File: src/rtl/ckg_pkg.sv
// Constants for the clock generator control bank at byte offsets 1Ch to 21h.
// Assumes an 8-bit register port driven by the serial protocol engine.
package ckg_pkg;

  // ----------------------------------------
  // Clock and timing
  // ----------------------------------------
  localparam int CLK_HZ = 25000000;
  localparam int CYC_PER_MS = CLK_HZ / 1000;
  localparam int WD_T0_MS = 250;
  localparam int WD_T1_MS = 500;
  localparam int WD_T2_MS = 2000;
  localparam int WD_T3_MS = 4000;
  localparam int WD_CYC0 = WD_T0_MS * CYC_PER_MS;
  localparam int WD_CYC1 = WD_T1_MS * CYC_PER_MS;
  localparam int WD_CYC2 = WD_T2_MS * CYC_PER_MS;
  localparam int WD_CYC3 = WD_T3_MS * CYC_PER_MS;
  localparam int WD_CNT_W = 32;

  // ----------------------------------------
  // Register map
  // ----------------------------------------
  localparam int NUM_REGS = 6;
  localparam logic [7:0] OFS_BASE = 8'h1C;
  localparam logic [7:0] OFS_PLL_OP = 8'h1C;
  localparam logic [7:0] OFS_OUT_CTL = 8'h1D;
  localparam logic [7:0] OFS_PIN_FN = 8'h1E;
  localparam logic [7:0] OFS_LOOP = 8'h1F;
  localparam logic [7:0] OFS_WDOG = 8'h20;
  localparam logic [7:0] OFS_POL = 8'h21;
  localparam int IDX_PLL_OP = 0;
  localparam int IDX_OUT_CTL = 1;
  localparam int IDX_PIN_FN = 2;
  localparam int IDX_LOOP = 3;
  localparam int IDX_WDOG = 4;
  localparam int IDX_POL = 5;
  localparam logic [7:0] RST_VAL [NUM_REGS] = '{8'h3F, 8'h33, 8'h90, 8'h84, 8'h80, 8'hB0};
  // Writable bits; the rest hold their reset value
  localparam logic [7:0] WMASK [NUM_REGS] = '{8'hFF, 8'hFF, 8'hE3, 8'h0E, 8'h1E, 8'h03};
  localparam logic [7:0] RD_UNMAPPED = 8'h00;

  // ----------------------------------------
  // Field positions
  // ----------------------------------------
  localparam int B_HRS = 7;
  localparam int B_REFSEL = 6;
  localparam int B_C_PD = 5;
  localparam int B_C_LCK = 4;
  localparam int B_B_PD = 3;
  localparam int B_B_LCK = 2;
  localparam int B_A_PD = 1;
  localparam int B_A_LCK = 0;
  localparam int B_DA_GOV = 7;
  localparam int B_DB_GOV = 6;
  localparam int B_DA_EN = 5;
  localparam int B_DB_EN = 4;
  localparam int B_DIV4_SRC = 3;
  localparam int B_SE_SLEW = 2;
  localparam int B_VDD_HI = 1;
  localparam int B_VDD_LO = 0;
  localparam int B_SE_EN = 7;
  localparam int B_FN_HI = 6;
  localparam int B_FN_LO = 5;
  localparam int B_SW_HI = 1;
  localparam int B_SW_LO = 0;
  localparam int B_ORDER = 3;
  localparam int B_CH2 = 2;
  localparam int B_POLE = 1;
  localparam int B_DYNAMIC_FREQ_ENABLE = 4;
  localparam int B_WATCHDOG_ENABLE = 3;
  localparam int B_WD_HI = 2;
  localparam int B_WD_LO = 1;
  localparam int B_ALARM = 0;
  localparam int B_DA_FLIP = 1;
  localparam int B_DB_FLIP = 0;

  // ----------------------------------------
  // Encodings
  // ----------------------------------------
  localparam logic [1:0] PIN_SE_OE = 2'h0;
  localparam logic [1:0] PIN_PWR_DOWN = 2'h1;
  localparam logic [1:0] PIN_POWER_SAVE = 2'h2;
  localparam logic [1:0] PIN_FREQ_SEL = 2'h3;
  localparam logic [1:0] SUPPLY_1V8 = 2'h3;
  localparam logic [2:0] SPREAD_SHIFT_HI = 3'h4;
  localparam logic [2:0] SPREAD_SHIFT_LO = 3'h0;
  localparam logic [1:0] FREQ_IDLE = 2'h0;
  localparam int NUM_PINS = 2;
  localparam logic PIN_IDLE_LVL = 1'b1;

endpackage : ckg_pkg

File: src/rtl/ckg_wdog.sv
// Watchdog timer with a sticky alarm flag.
// Assumes mclk, a synchronised active-low reset and a shared clock enable.
`timescale 1ns/1ns
module ckg_wdog #(
  parameter int CYC0 = ckg_pkg::WD_CYC0,
  parameter int CYC1 = ckg_pkg::WD_CYC1,
  parameter int CYC2 = ckg_pkg::WD_CYC2,
  parameter int CYC3 = ckg_pkg::WD_CYC3
) (
  input wire logic mclk,
  input wire logic rst_n,
  input wire logic clk_en,
  input wire logic enable,
  input wire logic [1:0] period_sel,
  input wire logic restart,
  output logic alarm_r
);

  logic [ckg_pkg::WD_CNT_W-1:0] cnt_r;
  logic [ckg_pkg::WD_CNT_W-1:0] limit;
  logic expire;

  // ----------------------------------------
  // Period select
  // ----------------------------------------
  always_comb begin
    case (period_sel)
      2'h0: limit = ckg_pkg::WD_CNT_W'(CYC0);
      2'h1: limit = ckg_pkg::WD_CNT_W'(CYC1);
      2'h2: limit = ckg_pkg::WD_CNT_W'(CYC2);
      default: limit = ckg_pkg::WD_CNT_W'(CYC3);
    endcase
  end

  assign expire = enable && !restart && !alarm_r && (cnt_r == limit - 1'b1);

  // ----------------------------------------
  // Counter and alarm
  // ----------------------------------------
  // Counter is held at zero once alarmed so it cannot wrap past the limit
  always_ff @(posedge mclk or negedge rst_n) begin
    if (!rst_n) begin
      cnt_r <= '0;
    end else if (clk_en) begin
      if (!enable || restart || alarm_r) begin
        cnt_r <= '0;
      end else begin
        cnt_r <= cnt_r + 1'b1;
      end
    end
  end

  always_ff @(posedge mclk or negedge rst_n) begin
    if (!rst_n) begin
      alarm_r <= 1'b0;
    end else if (clk_en) begin
      if (!enable) begin
        alarm_r <= 1'b0;
      end else if (expire) begin
        alarm_r <= 1'b1;
      end
    end
  end
endmodule : ckg_wdog

File: src/rtl/ckg_regs.sv
// Control register bank: PLL power and lock, outputs, pin function,
// frequency select, watchdog and differential polarity.
// Assumes a byte register port from the serial engine on mclk, and two
// asynchronous output-enable pins.
`timescale 1ns/1ns
module ckg_regs #(
  parameter int WD_CYC0 = ckg_pkg::WD_CYC0,
  parameter int WD_CYC1 = ckg_pkg::WD_CYC1,
  parameter int WD_CYC2 = ckg_pkg::WD_CYC2,
  parameter int WD_CYC3 = ckg_pkg::WD_CYC3
) (
  input wire logic mclk,
  input wire logic rst_b,
  input wire logic clk_en,
  input wire logic [7:0] reg_addr,
  input wire logic [7:0] reg_wdata,
  input wire logic reg_wr,
  input wire logic reg_rd,
  output logic [7:0] reg_rdata,
  input wire logic oe1_pin,
  input wire logic oe2_pin,
  output logic pll_a_run_n_powerdown,
  output logic pll_a_lock_use,
  output logic pll_b_run_n_powerdown,
  output logic pll_b_lock_use,
  output logic pll_c_run_n_powerdown,
  output logic pll_c_lock_use,
  output logic pll_b_high_res_spread_en,
  output logic [2:0] pll_b_step_shift,
  output logic pll_b_reference_select,
  output logic pll_b_loop_order,
  output logic pll_b_channel_two_enable,
  output logic pll_b_extra_pole_enable,
  output logic fourth_divider_source,
  output logic single_ended_a_slew,
  output logic [1:0] output_supply_level,
  output logic diff_a_out_on,
  output logic diff_b_out_on,
  output logic se_a_out_on,
  output logic power_down_req,
  output logic single_ended_power_saving,
  output logic dynamic_freq_active,
  output logic [1:0] freq_step_select,
  output logic diff_a_complement_polarity,
  output logic diff_b_complement_polarity,
  output logic watchdog_alarm
);

  // ----------------------------------------
  // Reset release
  // ----------------------------------------
  logic [1:0] rst_sync_r;
  logic rst_n;

  always_ff @(posedge mclk or negedge rst_b) begin
    if (!rst_b) begin
      rst_sync_r <= 2'h0;
    end else begin
      rst_sync_r <= {rst_sync_r[0], 1'b1};
    end
  end

  assign rst_n = rst_sync_r[1];

  // ----------------------------------------
  // Pin synchronisers
  // ----------------------------------------
  // Three stages; a level is taken only when stages two and three agree
  logic [ckg_pkg::NUM_PINS-1:0] pin_in;
  logic [ckg_pkg::NUM_PINS-1:0] pin_s1_r;
  logic [ckg_pkg::NUM_PINS-1:0] pin_s2_r;
  logic [ckg_pkg::NUM_PINS-1:0] pin_s3_r;
  logic [ckg_pkg::NUM_PINS-1:0] pin_lvl_r;
  logic oe1_lvl;
  logic oe2_lvl;

  assign pin_in = {oe2_pin, oe1_pin};

  for (genvar p = 0; p < ckg_pkg::NUM_PINS; p++) begin : g_pin
    always_ff @(posedge mclk or negedge rst_n) begin
      if (!rst_n) begin
        pin_s1_r[p] <= ckg_pkg::PIN_IDLE_LVL;
        pin_s2_r[p] <= ckg_pkg::PIN_IDLE_LVL;
        pin_s3_r[p] <= ckg_pkg::PIN_IDLE_LVL;
        pin_lvl_r[p] <= ckg_pkg::PIN_IDLE_LVL;
      end else if (clk_en) begin
        pin_s1_r[p] <= pin_in[p];
        pin_s2_r[p] <= pin_s1_r[p];
        pin_s3_r[p] <= pin_s2_r[p];
        if (pin_s2_r[p] == pin_s3_r[p]) begin
          pin_lvl_r[p] <= pin_s3_r[p];
        end
      end
    end
  end

  assign oe1_lvl = pin_lvl_r[0];
  assign oe2_lvl = pin_lvl_r[1];

  // ----------------------------------------
  // Register file
  // ----------------------------------------
  logic [7:0] reg_r [ckg_pkg::NUM_REGS];
  logic [7:0] idx;
  logic hit;
  logic [7:0] rd_val;

  assign idx = reg_addr - ckg_pkg::OFS_BASE;
  assign hit = idx < 8'(ckg_pkg::NUM_REGS);

  // Masked write: reserved and read-only bits are rebuilt from reset values
  for (genvar i = 0; i < ckg_pkg::NUM_REGS; i++) begin : g_reg
    always_ff @(posedge mclk or negedge rst_n) begin
      if (!rst_n) begin
        reg_r[i] <= ckg_pkg::RST_VAL[i];
      end else if (clk_en && reg_wr && hit && idx == 8'(i)) begin
        reg_r[i] <= (reg_wdata & ckg_pkg::WMASK[i]) |
                    (ckg_pkg::RST_VAL[i] & ~ckg_pkg::WMASK[i]);
      end
    end
  end

  always_comb begin
    rd_val = ckg_pkg::RD_UNMAPPED;
    if (hit) begin
      rd_val = reg_r[idx[2:0]];
    end
    if (reg_addr == ckg_pkg::OFS_WDOG) begin
      rd_val[ckg_pkg::B_ALARM] = watchdog_alarm;
    end
  end

  always_ff @(posedge mclk or negedge rst_n) begin
    if (!rst_n) begin
      reg_rdata <= 8'h00;
    end else if (clk_en && reg_rd) begin
      reg_rdata <= rd_val;
    end
  end

  // ----------------------------------------
  // Field views
  // ----------------------------------------
  logic [7:0] r_op;
  logic [7:0] r_out;
  logic [7:0] r_fn;
  logic [7:0] r_loop;
  logic [7:0] r_wd;
  logic [7:0] r_pol;
  logic [1:0] pin_fn;

  assign r_op = reg_r[ckg_pkg::IDX_PLL_OP];
  assign r_out = reg_r[ckg_pkg::IDX_OUT_CTL];
  assign r_fn = reg_r[ckg_pkg::IDX_PIN_FN];
  assign r_loop = reg_r[ckg_pkg::IDX_LOOP];
  assign r_wd = reg_r[ckg_pkg::IDX_WDOG];
  assign r_pol = reg_r[ckg_pkg::IDX_POL];
  assign pin_fn = r_fn[ckg_pkg::B_FN_HI:ckg_pkg::B_FN_LO];

  // Straight register bits
  assign pll_a_run_n_powerdown = r_op[ckg_pkg::B_A_PD];
  assign pll_a_lock_use = r_op[ckg_pkg::B_A_LCK];
  assign pll_b_run_n_powerdown = r_op[ckg_pkg::B_B_PD];
  assign pll_b_lock_use = r_op[ckg_pkg::B_B_LCK];
  assign pll_c_run_n_powerdown = r_op[ckg_pkg::B_C_PD];
  assign pll_c_lock_use = r_op[ckg_pkg::B_C_LCK];
  assign pll_b_high_res_spread_en = r_op[ckg_pkg::B_HRS];
  assign pll_b_reference_select = r_op[ckg_pkg::B_REFSEL];
  assign fourth_divider_source = r_out[ckg_pkg::B_DIV4_SRC];
  assign single_ended_a_slew = r_out[ckg_pkg::B_SE_SLEW];
  assign output_supply_level = r_out[ckg_pkg::B_VDD_HI:ckg_pkg::B_VDD_LO];
  assign pll_b_loop_order = r_loop[ckg_pkg::B_ORDER];
  assign pll_b_channel_two_enable = r_loop[ckg_pkg::B_CH2];
  assign pll_b_extra_pole_enable = r_loop[ckg_pkg::B_POLE];
  assign diff_a_complement_polarity = r_pol[ckg_pkg::B_DA_FLIP];
  assign diff_b_complement_polarity = r_pol[ckg_pkg::B_DB_FLIP];

  // ----------------------------------------
  // Derived controls
  // ----------------------------------------
  logic pd_nxt;

  assign pd_nxt = (pin_fn == ckg_pkg::PIN_PWR_DOWN) && !oe1_lvl;

  always_ff @(posedge mclk or negedge rst_n) begin
    if (!rst_n) begin
      pll_b_step_shift <= ckg_pkg::SPREAD_SHIFT_LO;
    end else if (clk_en) begin
      pll_b_step_shift <= r_op[ckg_pkg::B_HRS] ? ckg_pkg::SPREAD_SHIFT_HI :
                          ckg_pkg::SPREAD_SHIFT_LO;
    end
  end

  // Output gating; one cycle behind the register write
  always_ff @(posedge mclk or negedge rst_n) begin
    if (!rst_n) begin
      diff_a_out_on <= 1'b0;
      diff_b_out_on <= 1'b0;
    end else if (clk_en) begin
      diff_a_out_on <= r_out[ckg_pkg::B_DA_EN] &&
                       (!r_out[ckg_pkg::B_DA_GOV] || oe2_lvl);
      diff_b_out_on <= r_out[ckg_pkg::B_DB_EN] &&
                       (!r_out[ckg_pkg::B_DB_GOV] || oe2_lvl);
    end
  end

  // Power-down pin beats the single-ended output enable only; the differential outputs ignore it
  always_ff @(posedge mclk or negedge rst_n) begin
    if (!rst_n) begin
      se_a_out_on <= 1'b0;
      power_down_req <= 1'b0;
      single_ended_power_saving <= 1'b0;
    end else if (clk_en) begin
      se_a_out_on <= r_fn[ckg_pkg::B_SE_EN] && !pd_nxt &&
                     (pin_fn != ckg_pkg::PIN_SE_OE || oe1_lvl);
      power_down_req <= pd_nxt;
      single_ended_power_saving <= (pin_fn == ckg_pkg::PIN_POWER_SAVE) && !oe1_lvl;
    end
  end

  always_ff @(posedge mclk or negedge rst_n) begin
    if (!rst_n) begin
      dynamic_freq_active <= 1'b0;
      freq_step_select <= ckg_pkg::FREQ_IDLE;
    end else if (clk_en) begin
      dynamic_freq_active <= r_wd[ckg_pkg::B_DYNAMIC_FREQ_ENABLE];
      if (!r_wd[ckg_pkg::B_DYNAMIC_FREQ_ENABLE]) begin
        freq_step_select <= ckg_pkg::FREQ_IDLE;
      end else if (pin_fn == ckg_pkg::PIN_FREQ_SEL) begin
        freq_step_select <= {r_fn[ckg_pkg::B_SW_HI], oe1_lvl};
      end else begin
        freq_step_select <= r_fn[ckg_pkg::B_SW_HI:ckg_pkg::B_SW_LO];
      end
    end
  end

  // ----------------------------------------
  // Watchdog
  // ----------------------------------------
  // Any taken register write restarts the period
  ckg_wdog #(
    .CYC0(WD_CYC0),
    .CYC1(WD_CYC1),
    .CYC2(WD_CYC2),
    .CYC3(WD_CYC3)
  ) u_wdog (
    .mclk(mclk),
    .rst_n(rst_n),
    .clk_en(clk_en),
    .enable(r_wd[ckg_pkg::B_WATCHDOG_ENABLE]),
    .period_sel(r_wd[ckg_pkg::B_WD_HI:ckg_pkg::B_WD_LO]),
    .restart(reg_wr),
    .alarm_r(watchdog_alarm)
  );
endmodule : ckg_regs

File: config.mk
export PLATFORM = sky130hd
export DESIGN_NAME = ckg_regs
export DESIGN_NICKNAME = d
export VERILOG_FILES = /design/src/rtl/ckg_pkg.sv /design/src/rtl/ckg_wdog.sv /design/src/rtl/ckg_regs.sv
export SDC_FILE = /design/constraint.sdc
export NUM_CORES = 1
export LEC_CHECK = 0
export ABC_AREA = 0
export BUFFER_PORTS_ARGS = -buffer_cell sky130_fd_sc_hd__buf_2
export CORE_AREA = 2 2 119 121
export DETAILED_ROUTE_END_ITERATION = 10
export DIE_AREA = 0 0 121 123
export PLACE_DENSITY_LB_ADDON = 0.15
export RECOVER_POWER = 25
export SLEW_MARGIN = 20
export SYNTH_ARGS = -nofsm -noshare
export SYNTH_HDL_FRONTEND = slang
export SYNTH_SLANG_ARGS = --single-unit
File: constraint.sdc
create_clock -name mclk -period 3.6 [get_ports mclk]
set_input_delay 0.54 -clock mclk [delete_from_list [all_inputs] [get_ports mclk]]
set_output_delay 0.54 -clock mclk [all_outputs]
set_load 0.02 [all_outputs]
## Yosys cells after proc, flatten, opt, wreduce, memory -nomap -nowiden

Index checks and enable logic that the tools add are counted.

- Flip-flop bits (word level): 92
- Input bits: 23
- Logic and storage cells: 95

- Add/sub/neg operators: 3
- $lt $le $gt $ge: 2
- Equal/unequal tests: 15
- Mux-type cells: 12
- Bitwise logic cells: 1
- Reductions and logical operators: 36

Operators with widths:

| operator | number |
|---|---|
| case mux 27 bit (3 select lines) | 1 |
| adder 32 x 1 -> 32 bit, second input constant | 1 |
| equality test 32 bit | 1 |
| two-way mux 32 bit | 1 |
| subtractor 27 x 1 -> 28 bit, second input constant | 1 |
| binary-select mux 8 bit (select 3 bit) | 1 |
| two-way mux 8 bit | 3 |
| logical AND 1 bit | 18 |
| equality test 8 x 2 -> 1 bit, second input constant | 2 |
| equality test 8 x 3 -> 1 bit, second input constant | 2 |
| equality test 8 x 1 -> 1 bit, second input constant | 1 |
| equality test 8 x 6 -> 1 bit, second input constant | 1 |
| logical NOT 8 bit | 1 |
| less-than comparator 8 x 3 -> 1 bit, second input constant | 1 |
| subtractor 8 x 5 -> 8 bit, second input constant | 1 |
| logical NOT 1 bit | 7 |
| equality test 2 bit, second input constant | 3 |
| AND reduction 2 bit | 3 |
| logical OR 1 bit | 5 |
| equality test 2 x 1 -> 1 bit, second input constant | 2 |
| >= comparator 4 bit, second input constant | 1 |
| two-way mux 1 bit | 4 |
| inverter 3 -> 4 bit | 1 |
| two-way mux 3 bit | 1 |
| 5 further kinds | 6 |

## Logic depth before layout (Yosys ltp)

- Word-level depth: 7
- Gate-level depth with buffers: 9
- Gate-level depth less buffers: 9

## Hierarchy

A second synthesis with hierarchy kept.

- Cells, all modules: 461
- Area, all modules: 4,877.2 µm²

By module, submodules not included:

| module | times used | cells each | area each (µm²) | sequential area each (µm²) |
|---|---|---|---|---|
| ckg_regs | 1 | 216 | 2,722.6 | 1,451.4 |
| ckg_wdog | 1 | 245 | 2,154.6 | 825.8 |

## Worst setup path after synthesis

Ideal clock, no wire load.

- Path type: input to register
- From: in reg_addr[2]
- To: reg reg_r (netlist bit r_pol[0])
- Library setup time: 0.125 ns
- Arrival time: 2.571 ns
- Slack: 0.904 ns
- Stages: 7
- Path buffers: 1
- Path through: inv_1 > ha_1 > or4_1 > a211o_1 > buf_2 > nor3_1 > mux2_2

- Longest elaborated chain between the ends: 4
- Elaborated cells on any way between the ends: 5

Ends and longest elaborated chain:

| what | RTL line | RTL |
|---|---|---|
| from (decl) | ckg_regs.sv:15 | `input wire logic [7:0] reg_addr,` |
| subtractor 8 x 5 -> 8 bit (*) | ckg_regs.sv:108 | `assign idx = reg_addr - ckg_pkg::OFS_BASE;` |
| less-than comparator 8 x 3 -> 1 bit | ckg_regs.sv:109 | `assign hit = idx < 8'(ckg_pkg::NUM_REGS);` |
| logical AND 1 bit | ckg_regs.sv:116 | `end else if (clk_en && reg_wr && hit && idx == 8'(i)) begin` |
| logical AND 1 bit (*) | ckg_regs.sv:116 |  |
| to (signal, indexed assignment) | ckg_regs.sv:115 | `reg_r[i] <= ckg_pkg::RST_VAL[i];` |
| to (signal, indexed assignment) | ckg_regs.sv:117 | `reg_r[i] <= (reg_wdata & ckg_pkg::WMASK[i]) \|` |
| to (decl) | ckg_regs.sv:103 | `logic [7:0] reg_r [ckg_pkg::NUM_REGS];` |

Every way passes the cells marked *; elsewhere a longest branch is shown, timed or not.
A chain may end at the register's enable or synchronous reset.

## Final worst setup path

- From: in reg_addr[2]
- To: reg reg_r (netlist bit r_op[6])

The elaborated chain is that of the path after synthesis.

==> metrics.md <==
| Metric | Value |
|---|---|
| Status | complete, no violations |
| Clk_lat worst skew | 0.35 ns |
| Top cells by area, synth | dfrtp_1 (37%), dfstp_2 (11%), mux2_2 (9.3%) |
| CP top delay family | simple AND/OR/NAND/NOR gates |
| CP Cell Sequence | buf_2, inv_1, ha_1, or4_1, a211o_1, nor4_4, mux2_2 |
| Arrival @ worst endpoint | 3.04 ns |
| Startpoint types | input pin |
| Postcts setup bufs | 0 |
| Crit path max fanout | 14 |
| Min-Delay Path Class | reg2reg |
| H-Tree Level Count | 3 |
| Highest-delay cell along the critical path | nor4_4 |
| Netlist cell types | 51 |
| Routed vias/inst | ~5 |
| Clk pwr share | a little over two fifths |
| Switch Pwr | 529 uW |
| Row count | 43 |
| # placed instances | approximately 670 |
| DPL Wire Length | 8080 um |
| TritonCTS sink count | 90 |
| Chip height | between 100 and 150 um |
| Core Area | approximately 14000 sq um |
| Register bit total from synthesis | 90 |
| Antenna violations before repair | 0 |
| Max_slew headroom | between 40% and 50% |
| Register Area | approximately 2300 sq um |
| DIE WIDTH | between 100 and 150 um |
| Synth Cell Area | ~4700 sq um |
| Detailed Route Iter0 Violations | approximately 170 |
| Post-CTS sizing | 0 |
| DRC viols | 0 |
| Skew final | around 0.0092 ns |
| Critical R2R Launch | r_wd[1] |
| Avg WL per Cell | between 15 and 20 um |
| Post-route setup TNS | 0 ns |
| Die Area | around 15000 sq um |
| Syn Area/Cell | between 10 and 15 sq um |
| Pint | 1.57 mW |
| Final WL | 11200 um |
| IO Port Bufs | between 50 and 60 |
| Worst-path clk slew | 0.07 ns |
| Root buffer cell | clkbuf_16 |
| Worst Path Required | 3.84 ns |
| Initial core utilization | between 30% and 40% |
| Post-route minimum period | approximately 2.8 ns |
| Post-Synthesis Cells | 448 |
| Antenna Nets Post-Route | 0 |
| Part of the power in registers | 51.4% |
| Power per Cell Area | roughly 390 nW/um^2 |
| IR Drop Worst-Case VDD | about 0.27 mV |
| Antenna Cells | 0 |
| Non-filler cells, final | approximately 690 |
| Grt ovf | 0 |
| Multi-input gate area | roughly 2300 sq um |
| Nets | ~540 |
| Worst-margin pin slew | a little under 0.9 ns |
| CP max stage delay | approximately 0.60 ns |
| Final hold slack | between 0.3 and 0.4 ns |
| Period utilization | approximately 80% |
| Gate power share | 6.2% |
| Synth Warn # | 0 |
| Vias in the first global route | 3582 |
| Vias after detailed routing | between 3000 and 4000 |
| Layout fillers | 1363 |
| First-pass GRT wire length | about 19000 um |
| Largest net degree at the start of global routing | 70 |
| RSZ-0062 raised after global routing | no |
| Worst Setup SP | reg_addr[2] |
| EDFF count, synth | 0 |
| Hold Startpoint | rst_sync_r[0] |
| Area share of the largest cell type after synthesis | a little under two fifths |
| Ys flop type | dfrtp_1 |
| Total GRT Usage | around 16% |
| CTS Buf Count | 9 |
| CTS tree | done |
| Clk buf depth | 2 |
| Cell taking the most area after synthesis | dfrtp_1 |
| Crit path buf inv count | 2 |
| Core Util, Final | about two fifths |
| Setup Viol. Count Final | 0 |
| Layout cell share with drive strength beyond 1 | 28.5% |
| FFs w/ async S/R, synth | 100% |
| Leak | ~2.5 nW |
| Worst setup EP type | flip-flop |
| IO Count | 60 |
| Area Growth Syn to Fin | 15.8% |
| Sw frac | approximately a quarter |
| Max Cap Viol | 0 |
| Setup Crit Path Kind | in2reg |
| Maximum clock frequency | between 0.3 and 0.4 GHz |
| RD Place Congestion | between 0.7 and 0.8 |
| Final hold vios | 0 |
| Final Max Slew Viols | 0 |
| Pre-antenna DRT Iters | 6 |
| Seq/Total Area, Yosys | about half |
kinds of logic (layout without fill, tap and decap cells):
| group | Yosys count | after routing | share of synthesized area [%] |
|---|---|---|---|
| DFF | 90 | 90 | 48.4 |
| AOI/OAI and AO/OA | 55 | 55 | 6.94 |
| other | 2 | 3 | 0.160 |
| muxes | 50 | 50 | 11.9 |
| and+or+nand+nor | 164 | 164 | 19.1 |
| adders and majority gates | 13 | 13 | 3.46 |
| buffers and inverters | 39 | 96 | 3.46 |
| xor gates and xnor gates | 35 | 35 | 6.52 |
synth_stat cells (5+ instances only):
library cell,instances
nand2b_1,5
clkbuf_1,15
nand4_1,16
and4_1,5
nor2_1,36
nor3b_1,5
a21oi_1,19
mux2i_1,10
dfstp_2,20
inv_1,17
or3_1,8
dfrtp_1,70
xnor2_1,9
o21ai_0,17
nand2_1,30
nand3_1,21
and3_1,7
o31ai_1,6
ha_1,13
xor2_1,26
nor3_1,9
mux2_2,39
final cells by class:
cell class	instances	share of cell area, %
sequential	90	41.9
multi-input combinational	320	41.6
timing repair buffer	63	6.09
clock buffer	10	4.20
tap	180	4.13
inverter	17	1.17
clock inverter	6	0.896
placed cells by master (no fill, tap or decap), types with 5 or more instances in the layout:
cell type and n:
dfrtp_1 69, buf_2 56, mux2_2 39, nor2_1 36
nand2_1 30, xor2_1 26, nand3_1 21, dfstp_2 20
a21oi_1 19, inv_1 17, o21ai_0 17, nand4_1 16
ha_1 13, mux2i_1 10, xnor2_1 9, nor3_1 9
clkbuf_16 9, or3_1 8, and3_1 7, o31ai_1 6
nor3b_1 5, and4_1 5, nand2b_1 5, buf_4 5
final timing paths:
| path | cells past startpoint | end | slack [ns] |
|---|---|---|---|
| hold / removal | 0 | rst_sync_r[1] | 0.35 |
| setup reg to reg | 9 | u_wdog.alarm_r | 1.26 |
| setup / recovery | 7 | r_op[6] | 0.79 |
| min in group asynchronous | 0 | u_wdog.cnt_r[29] | 0.47 |
| max in group asynchronous | 1 | r_op[2] | 2.27 |
| hold reg to reg | 0 | rst_sync_r[1] | 0.35 |
sequential cells by signal (all words and copies together) (netlist names), 2 cells and up:
signal,flops
r_fn,5
r_pol,2
u_wdog.cnt_r,32
r_wd,4
pin_s2_r,2
reg_rdata,8
rst_sync_r,2
r_op,8
r_loop,3
r_out,8
pin_s3_r,2
freq_step_select,2
pin_s1_r,2
power groups by stage:
stage          sequential [mW]  combinational [mW]  clock (mW)
2_1_floorplan             1.10              0.0789           0
3_3_place_gp              1.10               0.129           0
3_5_place_dp              1.10               0.131           0
4_1_cts                   1.08               0.132       0.931
5_1_grt                   1.09               0.146       0.972
6_report                  1.08               0.130       0.893
timing repair:
item | CTS | global route
endpoints found under the setup margin | 0 | 0
hold endpoints to repair | 2 | 0
hold buffers | 1 | 0
stage by stage:
| step | setup slack (ns) | area (sq um) | power, mW |
|---|---|---|---|
| detailed placement | 0.395 | 5160 | 1.23 |
| finish | 0.793 | 5450 | 2.10 |
| global route | 0.625 | 5450 | 2.21 |
| floorplan | 0.904 | 4710 | 1.18 |
| CTS | 0.772 | 5450 | 2.15 |
| global placement | 0.419 | 5160 | 1.23 |
per-layer routing:
layer	vias to the layer above	wire length [um]	GRT usage (%)
met4	0	97	3.71
li1	1688	-	-
met1	1683	5090	20.4
met3	8	397	4.84
met2	55	5580	28.2
met5	-	0	0
No activity file was read; power rests on OpenSTA's default activity.
